$ cat src/include/lhbp_pkg.sv
// package of constants and types for the lcd host bus port
package lhbp_pkg;

    // ************************************************************
    // host bus widths
    // ************************************************************
    localparam int unsigned DATA_W  = 16;            // host data path width
    localparam int unsigned ADDR_W  = 17;            // byte address width, 128K block
    localparam int unsigned WADDR_W = 16;            // word address width
    localparam int unsigned SYNC_W  = 44;            // pins passed through the synchroniser

    // ************************************************************
    // address map of the 128K byte block
    // ************************************************************
    localparam logic [16:0] BUF_BASE  = 17'h00000;   // display buffer starts at block base
    localparam logic [16:0] BUF_LIMIT = 17'h14000;   // first byte past the 80K buffer
    localparam logic [16:0] REG_BASE  = 17'h1FFE0;   // control registers, top 32 bytes

    // ************************************************************
    // configuration pin codes latched after reset
    // ************************************************************
    localparam logic [2:0] MODE_STROBE   = 3'h3;     // strobe mode, bus status as strobe
    localparam logic [2:0] MODE_SEPARATE = 3'h7;     // separate enables, needs status low
    localparam logic [1:0] CFG_SETTLE    = 2'h3;     // cycles until synchronised pins settle

    // ************************************************************
    // reset values
    // ************************************************************
    localparam logic [15:0] DATA_RST = 16'h0000;     // data registers after reset
    localparam logic [16:0] ADDR_RST = 17'h00000;    // captured address after reset
    localparam logic [2:0]  MODE_RST = 3'h0;         // no bus mode until latched

    // host access sequencer states
    typedef enum logic [2:0] {
        ST_IDLE  = 3'b000,                           // waiting for a host access
        ST_ARB   = 3'b001,                           // waiting for refresh to let go
        ST_ISSUE = 3'b010,                           // internal access strobe
        ST_READ  = 3'b011,                           // catching read data
        ST_DONE  = 3'b100                            // answer given, waiting for cycle end
    } lhbp_state_type;

endpackage

$ cat src/rtl/lhbp_host_port.sv
// host bus port of the lcd controller: strobe and separate-enable modes
`timescale 1ns/1ns
`default_nettype none

module lhbp_host_port (
    input  wire logic        core_clk_in,             // core clock, 20 MHz
    input  wire logic        sys_rst_in,              // async reset, active high
    input  wire logic        host_bus_clock_in,       // host bus clock, sampled
    input  wire logic        chip_sel_n_in,           // chip select, active low
    input  wire logic        bus_status_n_in,         // bus status / address strobe
    input  wire logic        rd_wr_n_in,              // direction or high read enable
    input  wire logic        read_en_n_in,            // low byte read enable
    input  wire logic        low_byte_write_en_n_in,  // low byte write enable
    input  wire logic        high_byte_write_en_n_in, // high write enable or strobe
    input  wire logic [16:0] host_addr_in,            // host address, bit 0 may strobe
    input  wire logic [15:0] host_data_in,            // host data bus, sensed
    output logic      [15:0] host_data_out,           // host data bus, driven value
    output logic             host_data_oe_out,        // high while driving data
    output logic             wait_n_out,              // wait or acknowledge, active low
    output logic             wait_oe_out,             // high while driving wait
    input  wire logic  [2:0] mode_config_pin_in,      // bus mode straps
    input  wire logic        endian_select_pin_in,    // endian strap
    output logic             strobe_mode_out,         // strobe mode latched
    output logic             big_endian_out,          // big endian latched
    output logic             port_enabled_out,        // a supported mode latched
    input  wire logic        refresh_req_in,          // display refresh wants memory
    output logic             refresh_gnt_out,         // refresh may use memory
    output logic             mem_req_out,             // one cycle internal access
    output logic             mem_we_out,              // access is a write
    output logic             mem_reg_sel_out,         // access hits control registers
    output logic      [15:0] mem_addr_out,            // word address
    output logic       [1:0] mem_be_out,              // byte enables, bit 0 even byte
    output logic      [15:0] mem_wdata_out,           // write data, little endian lanes
    input  wire logic [15:0] mem_rdata_in             // read data, one cycle after request
);

    // ************************************************************
    // byte lane helpers
    // ************************************************************

    // swap bytes of a word for big endian hosts
    function automatic logic [15:0] swap_word(input logic [15:0] d, input logic big);
        swap_word = big ? {d[7:0], d[15:8]} : d;
    endfunction

    // swap the two lane enables the same way
    function automatic logic [1:0] swap_lanes(input logic [1:0] e, input logic big);
        swap_lanes = big ? {e[0], e[1]} : e;
    endfunction

    // ************************************************************
    // pin synchroniser
    // ************************************************************
    logic [43:0] pins_raw;                            // all pins from outside
    logic [43:0] sync1_q;                             // first stage, read by second only
    logic [43:0] sync2_q;                             // second stage, safe to use

    assign pins_raw = {endian_select_pin_in, mode_config_pin_in, host_data_in,
                       host_addr_in, host_bus_clock_in, high_byte_write_en_n_in,
                       low_byte_write_en_n_in, read_en_n_in, rd_wr_n_in,
                       bus_status_n_in, chip_sel_n_in};

    // two flops per pin; data is only captured after a host clock edge,
    // so per-bit skew has settled by then
    always_ff @(posedge core_clk_in or posedge sys_rst_in) begin
        if (sys_rst_in) begin
            sync1_q <= '0;
            sync2_q <= '0;
        end else begin
            sync1_q <= pins_raw;
            sync2_q <= sync1_q;
        end
    end

    logic        s_cs_n;                              // synced chip select
    logic        s_bs_n;                              // synced bus status
    logic        s_rdwr_n;                            // synced read/write
    logic        s_rd_n;                              // synced low read enable
    logic        s_lwe_n;                             // synced low write enable
    logic        s_hwe_n;                             // synced high write enable
    logic        s_hclk;                              // synced host clock
    logic [16:0] s_addr;                              // synced address
    logic [15:0] s_data;                              // synced data
    logic  [2:0] s_mode;                              // synced mode straps
    logic        s_endian;                            // synced endian strap

    assign {s_endian, s_mode, s_data, s_addr, s_hclk, s_hwe_n, s_lwe_n,
            s_rd_n, s_rdwr_n, s_bs_n, s_cs_n} = sync2_q;

    // ************************************************************
    // configuration latch
    // ************************************************************
    logic [1:0] cfg_cnt_q, cfg_cnt_d;                 // settle counter after reset
    logic       cfg_done_q, cfg_done_d;               // straps have been taken
    logic [2:0] mode_q, mode_d;                       // latched mode code
    logic       bs_cfg_q, bs_cfg_d;                   // latched bus status level
    logic       big_q, big_d;                         // latched byte order

    // straps are caught once, after reset release plus synchroniser delay
    always_comb begin
        cfg_cnt_d  = cfg_cnt_q;
        cfg_done_d = cfg_done_q;
        mode_d     = mode_q;
        bs_cfg_d   = bs_cfg_q;
        big_d      = big_q;
        if (!cfg_done_q) begin
            if (cfg_cnt_q == lhbp_pkg::CFG_SETTLE) begin
                cfg_done_d = 1'b1;
                mode_d     = s_mode;
                bs_cfg_d   = s_bs_n;
                big_d      = s_endian;
            end else begin
                cfg_cnt_d = cfg_cnt_q + 2'h1;
            end
        end
    end

    always_ff @(posedge core_clk_in or posedge sys_rst_in) begin
        if (sys_rst_in) begin
            cfg_cnt_q  <= 2'h0;
            cfg_done_q <= 1'b0;
            mode_q     <= lhbp_pkg::MODE_RST;
            bs_cfg_q   <= 1'b0;
            big_q      <= 1'b0;
        end else begin
            cfg_cnt_q  <= cfg_cnt_d;
            cfg_done_q <= cfg_done_d;
            mode_q     <= mode_d;
            bs_cfg_q   <= bs_cfg_d;
            big_q      <= big_d;
        end
    end

    logic is_strobe;                                  // strobe mode in force
    logic is_sep;                                     // separate-enable mode in force

    assign is_strobe = cfg_done_q && (mode_q == lhbp_pkg::MODE_STROBE);
    // separate mode needs status strapped low
    assign is_sep    = cfg_done_q && (mode_q == lhbp_pkg::MODE_SEPARATE) && !bs_cfg_q;

    assign strobe_mode_out  = is_strobe;
    assign big_endian_out   = big_q;
    assign port_enabled_out = is_strobe || is_sep;

    // ************************************************************
    // host cycle decode
    // ************************************************************
    logic       hclk_prev_q;                          // host clock one cycle ago
    logic       hclk_rise;                            // host clock rising edge seen
    logic [1:0] wr_lanes;                             // write lanes, host order
    logic [1:0] rd_lanes;                             // read lanes, host order
    logic       host_write;                           // cycle is a write
    logic       host_active;                          // a host cycle is in progress

    assign hclk_rise = s_hclk && !hclk_prev_q;

    always_comb begin
        wr_lanes    = 2'b00;
        rd_lanes    = 2'b00;
        host_write  = 1'b0;
        host_active = 1'b0;
        if (is_strobe) begin
            // bit zero and high enable strobe lanes
            host_write = !s_rdwr_n;
            wr_lanes   = host_write ? {!s_hwe_n, !s_addr[0]} : 2'b00;
            rd_lanes   = host_write ? 2'b00 : {!s_hwe_n, !s_addr[0]};
            host_active = !s_cs_n && !s_bs_n && (wr_lanes != 2'b00 || rd_lanes != 2'b00);
        end else if (is_sep) begin
            wr_lanes    = {!s_hwe_n, !s_lwe_n};
            rd_lanes    = {!s_rdwr_n, !s_rd_n};
            host_write  = wr_lanes != 2'b00;
            host_active = !s_cs_n && (wr_lanes != 2'b00 || rd_lanes != 2'b00);
        end
    end

    // ************************************************************
    // access sequencer
    // ************************************************************
    lhbp_pkg::lhbp_state_type st_q, st_d;             // sequencer state
    logic [16:0] addr_q, addr_d;                      // captured byte address
    logic        wr_q, wr_d;                          // captured direction
    logic  [1:0] be_q, be_d;                          // captured lanes, memory order
    logic [15:0] wdata_q, wdata_d;                    // captured write data
    logic [15:0] rdata_q, rdata_d;                    // read data for the host
    logic        req_q, req_d;                        // internal access strobe
    logic        oe_q, oe_d;                          // data drive enable
    logic        wait_q, wait_d;                      // wait pin level
    logic        woe_q, woe_d;                        // wait pin drive enable
    logic        in_buf;                              // address inside display buffer
    logic        in_reg;                              // address inside register window

    // decode of the 128K block; the gap reads zero and drops writes
    assign in_buf = addr_q < lhbp_pkg::BUF_LIMIT;
    assign in_reg = addr_q >= lhbp_pkg::REG_BASE;

    always_comb begin
        st_d    = st_q;
        addr_d  = addr_q;
        wr_d    = wr_q;
        be_d    = be_q;
        wdata_d = wdata_q;
        rdata_d = rdata_q;
        req_d   = 1'b0;
        unique case (st_q)
            // a cycle is taken only on a host clock edge
            lhbp_pkg::ST_IDLE: begin
                if (host_active && hclk_rise) begin
                    addr_d  = {s_addr[16:1], 1'b0};
                    wr_d    = host_write;
                    // lanes follow the latched byte order
                    be_d    = swap_lanes(host_write ? wr_lanes : rd_lanes, big_q);
                    wdata_d = swap_word(s_data, big_q);
                    st_d    = lhbp_pkg::ST_ARB;
                end
            end
            // refresh keeps the memory while it asks
            lhbp_pkg::ST_ARB: begin
                if (!refresh_req_in) begin
                    req_d = in_buf || in_reg;
                    st_d  = lhbp_pkg::ST_ISSUE;
                end
            end
            // write is accepted once issued
            lhbp_pkg::ST_ISSUE: begin
                st_d = wr_q ? lhbp_pkg::ST_DONE : lhbp_pkg::ST_READ;
            end
            // only enabled lanes carry data back
            lhbp_pkg::ST_READ: begin
                rdata_d = (in_buf || in_reg) ?
                          swap_word(mem_rdata_in & {{8{be_q[1]}}, {8{be_q[0]}}}, big_q) :
                          lhbp_pkg::DATA_RST;
                st_d    = lhbp_pkg::ST_DONE;
            end
            // answer stands until the host ends its cycle
            lhbp_pkg::ST_DONE: begin
                if (!host_active) begin
                    st_d = lhbp_pkg::ST_IDLE;
                end
            end
            default: begin
                st_d = lhbp_pkg::ST_IDLE;
            end
        endcase

        // drive data only while selected and reading
        oe_d = (st_d == lhbp_pkg::ST_DONE) && !wr_q && !s_cs_n && (rd_lanes != 2'b00);

        // wait length follows arbitration, not a count
        if (is_strobe) begin
            // acknowledge style: low once data ready or taken
            wait_d = !(st_d == lhbp_pkg::ST_DONE);
        end else begin
            // low while the host must wait
            wait_d = !(host_active && st_d != lhbp_pkg::ST_DONE);
        end
        woe_d = !s_cs_n && (is_strobe || is_sep);
    end

    always_ff @(posedge core_clk_in or posedge sys_rst_in) begin
        if (sys_rst_in) begin
            st_q        <= lhbp_pkg::ST_IDLE;
            addr_q      <= lhbp_pkg::ADDR_RST;
            wr_q        <= 1'b0;
            be_q        <= 2'b00;
            wdata_q     <= lhbp_pkg::DATA_RST;
            rdata_q     <= lhbp_pkg::DATA_RST;
            req_q       <= 1'b0;
            oe_q        <= 1'b0;
            wait_q      <= 1'b1;
            woe_q       <= 1'b0;
            hclk_prev_q <= 1'b0;
        end else begin
            st_q        <= st_d;
            addr_q      <= addr_d;
            wr_q        <= wr_d;
            be_q        <= be_d;
            wdata_q     <= wdata_d;
            rdata_q     <= rdata_d;
            req_q       <= req_d;
            oe_q        <= oe_d;
            wait_q      <= wait_d;
            woe_q       <= woe_d;
            hclk_prev_q <= s_hclk;
        end
    end

    // ************************************************************
    // outputs
    // ************************************************************

    // sixteen-bit path to registers and buffer
    assign mem_req_out      = req_q;
    assign mem_we_out       = wr_q;
    assign mem_reg_sel_out  = in_reg;
    assign mem_addr_out     = addr_q[16:1];
    assign mem_be_out       = be_q;
    assign mem_wdata_out    = wdata_q;
    // refresh owns memory except during a host strobe
    assign refresh_gnt_out  = refresh_req_in && (st_q != lhbp_pkg::ST_ISSUE);
    assign host_data_out    = rdata_q;
    assign host_data_oe_out = oe_q;
    assign wait_n_out       = wait_q;
    assign wait_oe_out      = woe_q;

endmodule

`default_nettype wire

$ cat config.mk
export PLATFORM = sky130hd
export DESIGN_NAME = lhbp_host_port
export DESIGN_NICKNAME = d
export VERILOG_FILES = /design/src/include/lhbp_pkg.sv /design/src/rtl/lhbp_host_port.sv
export SDC_FILE = /design/constraint.sdc
export NUM_CORES = 1
export LEC_CHECK = 0
export BUFFER_PORTS_ARGS = -buffer_cell sky130_fd_sc_hd__buf_2
export CAP_MARGIN = 20
export CORE_UTILIZATION = 25
export CTS_BUF_LIST = sky130_fd_sc_hd__clkbuf_4 sky130_fd_sc_hd__clkbuf_8 sky130_fd_sc_hd__clkbuf_16
export DETAILED_ROUTE_END_ITERATION = 10
export GPL_TIMING_DRIVEN = 0
export PLACE_DENSITY = 0.4
export SLEW_MARGIN = 10
export SYNTH_ARGS = -nofsm -noshare
export SYNTH_HDL_FRONTEND = slang
export SYNTH_SLANG_ARGS = --single-unit
$ cat constraint.sdc
create_clock -name core_clk_in -period 8.4 [get_ports core_clk_in]
set_clock_uncertainty 0.15 [all_clocks]
set_input_delay 0.42 -clock core_clk_in [delete_from_list [all_inputs] [get_ports core_clk_in]]
set_output_delay 0.42 -clock core_clk_in [all_outputs]
set_load 0.02 [all_outputs]
==> summary by stage, run 1 <==
Power and ir drop
Summed over all cells, the static leakage comes to 3.57 nW. In this run the power density over the cells is 270 nW/µm². The worst ir drop on vdd is 0.126 mV.

Floorplanning
The die is 151 µm tall. The initial utilization of the core area, before any placement, comes to 0.255. The region available for standard cell placement spans 21900 µm². The floorplan die width is 151 µm. The number of placement rows is 54. The die covers 22900 µm². The number of top-level pins is 123.

STA
Setup repair after global routing left no endpoint under its margin. The final worst-path cycle share is 0.279. The final critical delay including setup and external delays is 2.35 ns.

For the pin with the worst max-slew slack, the measured transition is 0.802 ns. The headroom to the max-slew limit is 0.462. The final count of negative-setup-slack endpoints is 0. Setup slack on the critical path of the routed design comes to 6.05 ns. The max-slew violation count came to 0. The setup TNS after final layout is 0 ns. The count of final hold-check violations is 0. Based on the critical path, the design can be clocked at up to 0.426 GHz.

Logic synthesis
The mapped netlist covers 5590 µm². Counting flops with an async set or reset pin after synthesis yields a share of 1.00. Summed over all instances, the cell type with the most area after synthesis is dfrtp_1. The top flip-flop cell by instance count after synthesis is dfrtp_1. The number of library cell types mapped by synthesis is 43. The synthesized design contains 0 enable-type register cells. The most common cell in the synthesized netlist is dfrtp_1. The average instance area after synthesis is 14.7 µm². During synthesis, Yosys emitted a total of 0 warnings. The share of Yosys cell area claimed by the top area cell type is 0.690. The net count of the mapped netlist is 444. The flop and latch count out of synthesis is 155. The commonest cells after synthesis are dfrtp_1 (154), nand2_1 (45), o21ai_0 (37), mux2_2 (27), mux2_4 (27). The share of synthesized area occupied by flip-flops and latches is 0.695. The synthesized instance count is 380. Ranked by total cell area, the synthesized netlist is headed by dfrtp_1 (69%), mux2_4 (7.3%), mux2_2 (5.4%).

CTS
Clock latency on the worst-skew pair, taken at its later pin, is 0.42 ns. The CTS H-tree depth is 4. The clock passes through at most 2 buffers. The TritonCTS clock tree is built. The root cell of the clock tree is clkbuf_16.

The number of buffers created by CTS is 17. Clock-pin slew was measured on the worst setup and hold paths at 0.07 ns. In this run the post-CTS setup repair buffer count came out at 0. The clock net in this run drives a total of 155 sinks.

Critical path
The number of cells on the worst reg-to-reg path is 6. STA classifies the critical path endpoint as a flip-flop. The reg-to-reg setup timing slack is 6.05 ns. The family with the most delay on the worst path is compound AO/OA/AOI/OAI gates.

The startpoint identified for the worst register-to-register timing path is mode_q[2]$_DFFE_PP0P_. The sort of element at the start of the critical path is a flip-flop. The worst path buffer plus inverter count is 2. For the worst setup path, the data required time is 8.55 ns. Walking the worst path, the cells encountered are nand4b_4 > a2111oi_4 > o2111a_1 > buf_6 > buf_12 > mux2_4. Among all stages on the critical path, the largest delay is contributed by a2111oi_4.

In this design, the stage delay of the slowest critical-path cell is 0.45 ns. STA puts the critical path data arrival time at 2.49 ns. Of all nets on the critical path, the largest fanout is 10.

The category of the most critical setup path is flip-flop to flip-flop. The endpoint of the worst register-to-register path is mem_wdata_out[4]$_DFFE_PP0P_.

Placement
Before CTS, the worst setup slack after placement is 6.08 ns. The half-perimeter wire length after placement is 8370 µm. Routability-driven placement finished with a final weighted congestion of 0.747. Port buffering added 122 buffers.

Global routing
Across every metal layer, demand over resource in global routing totals 0.115. The initial antenna violation count is 0. Entering global routing, the biggest net connects 83 pins.

The total overflow left after global routing is 0. The global-route wire length before repair is 19500 µm. The via count of the first global-routing pass is 3659.

Layout
For this run, the post-layout net count is 631. The fraction of final layout cells with drive strength greater than 1 is 0.386. 0 antenna diodes ended up in the layout. The multi-input combinational cell area is 1540 µm². In the final layout, flip-flops and latches occupy 3880 µm². Counting the fill cells in the layout gives 2197. The layout overhead on the synthesized area is 37.3%.

Drt
The final layout contains routed wiring with a total length of 12200 µm. The via count is 3571. The number of iterations in the first detailed-routing pass is 4. The DRC violation count after routing is 0. The number of routed nets with antenna violations is 0. After detailed routing, the average wire length per cell comes to 14.2 µm. In this run, the number of DRC markers left after iteration 0 of detailed routing was 100. Dividing the detail-routed via count by the number of cells gives 4.15.

Status
The flow ran to the end, and the final reports show no timing, DRC or antenna violations.

Hold path
The worst hold path begins at refresh_req_in. The sink of the worst hold path is mem_req_out$_DFF_PP0_. The worst hold path was traced through 3 stages. The worst min-delay path class is input port to flip-flop.

Run
The max-capacitance violation count is 0.
-- placed cells by master, fill, tap and decap left out, types with 3 or more instances in the layout --
cell	count
a21oi_1	5
buf_12	3
buf_2	123
bufinv_16	4
clkbuf_1	11
clkbuf_16	17
dfrtp_1	154
dlygate4sd3_1	45
inv_1	6
inv_6	5
mux2_2	27
mux2_4	27
nand2_1	45
nand3_1	9
nand3b_1	10
nand4_1	3
nor2_1	5
o21ai_0	37
-- flip-flops by register name, summed over array words and instances (netlist names), 2 cells and up --
name,cells
sync2_q,44
sync1_q,44
mode_q,3
addr_q,16
mem_be_out,2
cfg_cnt_q,2
st_q,3
host_data_out,16
mem_wdata_out,16
-- logic make-up after synthesis --
logic type / share of synthesized area
flops: 0.695
fa+ha+maj: 0.00224
mux: 0.131
buf+inv: 0.0302
simple gates: 0.0773
xor+xnor: 0.00157
compound gates: 0.0634
-- final cells by class --
class	count	area share
Sequential cell	155	0.506
Multi-Input combinational cell	200	0.201
Timing Repair Buffer	168	0.142
Clock buffer	17	0.0555
Tap cell	280	0.0457
Clock inverter	15	0.0272
Buffer	18	0.0186
Inverter	7	0.00440
-- worst max path at each step --
stage / cells after the start / endpoint / slack (ns) / from
floorplan: 1 / addr_q[10]$_DFFE_PP0P_ / 3.65 / sys_rst_in
global placement: 2 / sync2_q[6]$_DFF_PP0_ / 1.96 / sys_rst_in
detailed placement: 6 / mem_wdata_out[2]$_DFFE_PP0P_ / 6.08 / mode_q[2]$_DFFE_PP0P_
CTS: 6 / mem_wdata_out[4]$_DFFE_PP0P_ / 6.04 / mode_q[2]$_DFFE_PP0P_
global route: 6 / mem_wdata_out[4]$_DFFE_PP0P_ / 5.93 / mode_q[2]$_DFFE_PP0P_
finish: 6 / mem_wdata_out[4]$_DFFE_PP0P_ / 6.05 / mode_q[2]$_DFFE_PP0P_
-- tightest hold or removal path, stage by stage --
cell	delay (ns)
buf_2	0.09
or3_1	0.12
nor3b_1	0.05
-- stage by stage --
| step | hold WS, ns | power [mW] | utilization | cell area (µm²) | instances |
|---|---|---|---|---|---|
| 3_3_place_gp | 0.182 | 1.24 | 0.299 | 6550 | 782 |
| 2_1_floorplan | 0.181 | 1.12 | - | 5590 | 380 |
| 6_report | 0.148 | 2.07 | 0.350 | 7670 | 860 |
| 5_1_grt | 0.146 | 2.18 | 0.350 | 7670 | 860 |
| 3_5_place_dp | 0.185 | 1.25 | 0.301 | 6590 | 783 |
| 4_1_cts | 0.118 | 2.11 | 0.350 | 7670 | 860 |
-- routing by layer --
layer,GRT usage,routed length (µm),up-vias
met5,0,0,-
met4,0.0570,209,0
met3,0.0272,579,12
met2,0.179,5910,97
met1,0.150,5500,1779
li1,-,-,1683
-- timing repair --
action | CTS | global route
endpoints found under the hold margin | 116 | 0
resized for setup | 0 | 0
hold buffers | 45 | 0
endpoints found under the setup margin | 0 | 0
-- where the power goes --
part / switching [mW] / internal [mW]
clock network: 0.321 / 0.504
registers: 0.0565 / 0.837
logic: 0.196 / 0.154
total: 0.574 / 1.49
Note: power is estimated with default switching activity, not from simulation.
==> run 2: changes to the inputs <==
- clock period: 8.4 -> 2.25 ns (I/O delays scaled with it)
==> summary by stage, run 2 (synthesis results as in run 1) <==
Status
The run finished with clean final reports.

Floorplanning
The total core area is 21900 µm² (unchanged). The number of top-level pins is 123 (unchanged). The initial core utilization is 0.255 (unchanged).

The floorplan die width was 151 µm (unchanged). The total die area is 22900 µm² (unchanged). The y dimension of the die is 151 µm (unchanged). The number of placement rows is 54 (unchanged).

Critical path
The largest stage delay on the critical path is 0.44 ns (about the same). The category of the most critical setup path is flip-flop to flip-flop. The signal on the critical path passes through nand4b_4 > a2111oi_4 > o2111a_1 > buf_12 > buf_12 > mux2_4. The slowest stage of the critical path is the dfrtp_2 cell. The maximum net fanout on the critical path was 9 (-1). The signal arrival time at the worst endpoint was 2.38 ns (-0.11 ns). STA classifies the critical path endpoint as a flip-flop. The cell seen most often among critical-path stages is buf_12. The sort of element at the start of the critical path is a flip-flop. The data required time of the worst path is 2.40 ns (-6.15 ns).

Drt
The via-per-instance ratio came to 4.08 (-1.7%). The routed wirelength normalized by instance count is 13.8 µm (-2.4%). The DRC violation count after routing is 0 (unchanged). The via count came to 3632 (+1.7%).

The number of DRC markers in iteration 0 is 102 (+2.0%). The final routed wirelength across all metal layers is 12300 µm (+1.0%). The number of iterations in the first detailed-routing pass is 4 (unchanged).

The number of routed nets with antenna violations is 0 (unchanged).

STA
The final critical delay including setup and external delays is 2.23 ns (-0.114 ns). The count of final hold-check violations is 0 (unchanged). The final count of negative-setup-slack endpoints came to 0 (unchanged). Setup repair after global routing could not meet its margin everywhere. The max-slew violation count is 0 (unchanged). The peak clock frequency supported by timing was 0.448 GHz (+5.1%). The headroom to the max-slew limit is 0.628 (+0.166). The transition time of the tightest slew-check pin is 0.557 ns (-0.246 ns). The final worst-path cycle share is 0.993 (+0.713).

Placement
The number of buffers inserted by port buffering is 122 (unchanged). The half-perimeter wire length after placement is 8730 µm (+4.4%). The final weighted congestion of routability-driven global placement came to 0.749 (+0.29%). The total cell area at the placement stage is 6640 µm² (+0.74%). The total instance count after detailed placement is 787 (+0.51%).

Global routing
The total routing usage reported by global routing is 0.115 (+0.000263). The global-route wire length before repair came to 19600 µm (+0.29%). The pin count of the biggest net entering global routing is 40 (-52%).

The global-route congestion overflow total was 0 (unchanged). The via count of the first global-routing pass came to 3821 (+4.4%). The initial antenna violation count is 0 (unchanged).

Power and ir drop
The internal power component is 5.65 mW (+280%). The proportion of power drawn by flip-flops and latches is 0.429 (-0.003). The switching fraction of total power is 0.273 (-0.00441). The overall power came to 7.77 mW (+280%). The worst ir drop on vdd is 0.470 mV (+270%). The power per standard cell area is 972 nW/µm² (+260%). The share of power burned in combinational logic is 0.174 (+0.005). The leakage component of the power is 3.72 nW (+4.4%). The power spent charging and discharging nets is 2.12 mW (+270%). The fraction of power consumed by the clock network is 0.397 (-0.002).

Hold path
The worst min-delay path class is input port to asynchronous set/reset pin.

Layout
In the layout the commonest cells are dfrtp_1 (153), buf_2 (124), dlygate4sd3_1 (63). The area of all placed cells without fillers is 7990 µm² (+4.2%). The post-layout utilization of the core is 0.365 (+0.0146). The largest registers in the layout are sync1_q x44, sync2_q x44. The filler-free cell count of the finished design is 890 (+3.5%). The fraction of final layout cells with drive strength greater than 1 is 0.392 (+0.00560). The layout overhead on the synthesized area is 43.1%. The total of fill cells in the finished design was 2167 (-1.4%). The most common cell after layout, fill and taps aside is dfrtp_1.

The net total in the final layout was 661 (+4.8%). The count of inserted antenna diode cells was 0 (unchanged).

CTS
The TritonCTS clock tree is built. CTS placed an instance of clkbuf_16 at the clock tree root. The CTS H-tree depth came to 4 (unchanged).

The buffer depth of the longest clock path was 2 (unchanged). The clock-pin slew on the worst setup and hold paths came to 0.07 ns (about the same). The sink count of the clock tree is 155 (unchanged). The insertion delay of the later-clocked pin in the worst-skew pair is 0.42 ns (about the same). The number of buffers created by CTS came to 17 (unchanged).

Run
The max-capacitance violation count is 0 (unchanged).
-- run 2: metrics by stage --
step | hold WS (ns) | TNS [ns] | setup slack (ns)
6_report | 0.142 | 0 | 0.0162
5_1_grt | 0.162 | -1.59 | -0.0647
4_1_cts | 0.145 | 0 | 0.0281
3_5_place_dp | 0.0509 | -1.57 | -0.0687
3_3_place_gp | 0.0709 | -142.25 | -0.920
2_1_floorplan | -0.00607 | 0 | 0.0294
-- run 2: critical path: cells and delay by family, from the launching register on --
family / cells / cell delay, ns
DFF: 1 / 0.44
AOI/OAI and AO/OA: 2 / 0.69
muxes: 1 / 0.30
buffers and inverters: 2 / 0.31
and+or+nand+nor: 1 / 0.20
-- run 2: layout make-up --
class	instances	area, µm²	area share
clock inverters	12	188	0.0235
clock buffers	20	448	0.0561
plain buffers	17	148	0.0185
well taps	280	350	0.0438
repair buffers	199	1390	0.174
multi-input cells	200	1550	0.194
flip-flops and latches	155	3880	0.486
inverters	7	30.0	0.00376
-- run 2: repair_timing --
action / CTS / global route
hold buffers: 63 / 0
setup endpoints to repair: 27 / 38
buffers inserted: 0 / 9
pin swaps: 1 / 2
hold endpoints to repair: 115 / 0
resized for setup: 2 / 4
-- run 2: routing by layer --
layer  up-vias  GRT usage  wire length, µm
met3        15     0.0272              567
met5         -          0                0
met4         0     0.0580              242
met1      1774      0.145             5620
met2       101      0.185             5890
li1       1742          -                -
-- run 2: power by group through the flow --
stage	Clock, mW	Sequential [mW]	Combinational (mW)
global placement	0	3.38	1.25
floorplan	0	3.64	0.526
global route	3.30	3.38	1.48
detailed placement	0	3.39	1.28
CTS	3.19	3.34	1.37
finish	3.09	3.34	1.35
-- run 2: final timing paths --
| path | from | end | slack (ns) | cells past startpoint |
|---|---|---|---|---|
| setup / recovery | mode_q[2]$_DFFE_PP0P_ | addr_q[7]$_DFFE_PP0P_ | 0.02 | 6 |
| hold / removal | sys_rst_in | addr_q[16]$_DFFE_PP0P_ | 0.14 | 3 |
| setup reg to reg | mode_q[2]$_DFFE_PP0P_ | addr_q[7]$_DFFE_PP0P_ | 0.02 | 6 |
| hold reg to reg | sync1_q[0]$_DFF_PP0_ | sync2_q[0]$_DFF_PP0_ | 0.19 | 0 |
| max in group asynchronous | sys_rst_in | mode_q[2]$_DFFE_PP0P_ | 0.76 | 6 |
| min in group core_clk_in | host_data_in[10] | sync1_q[34]$_DFF_PP0_ | 0.18 | 2 |
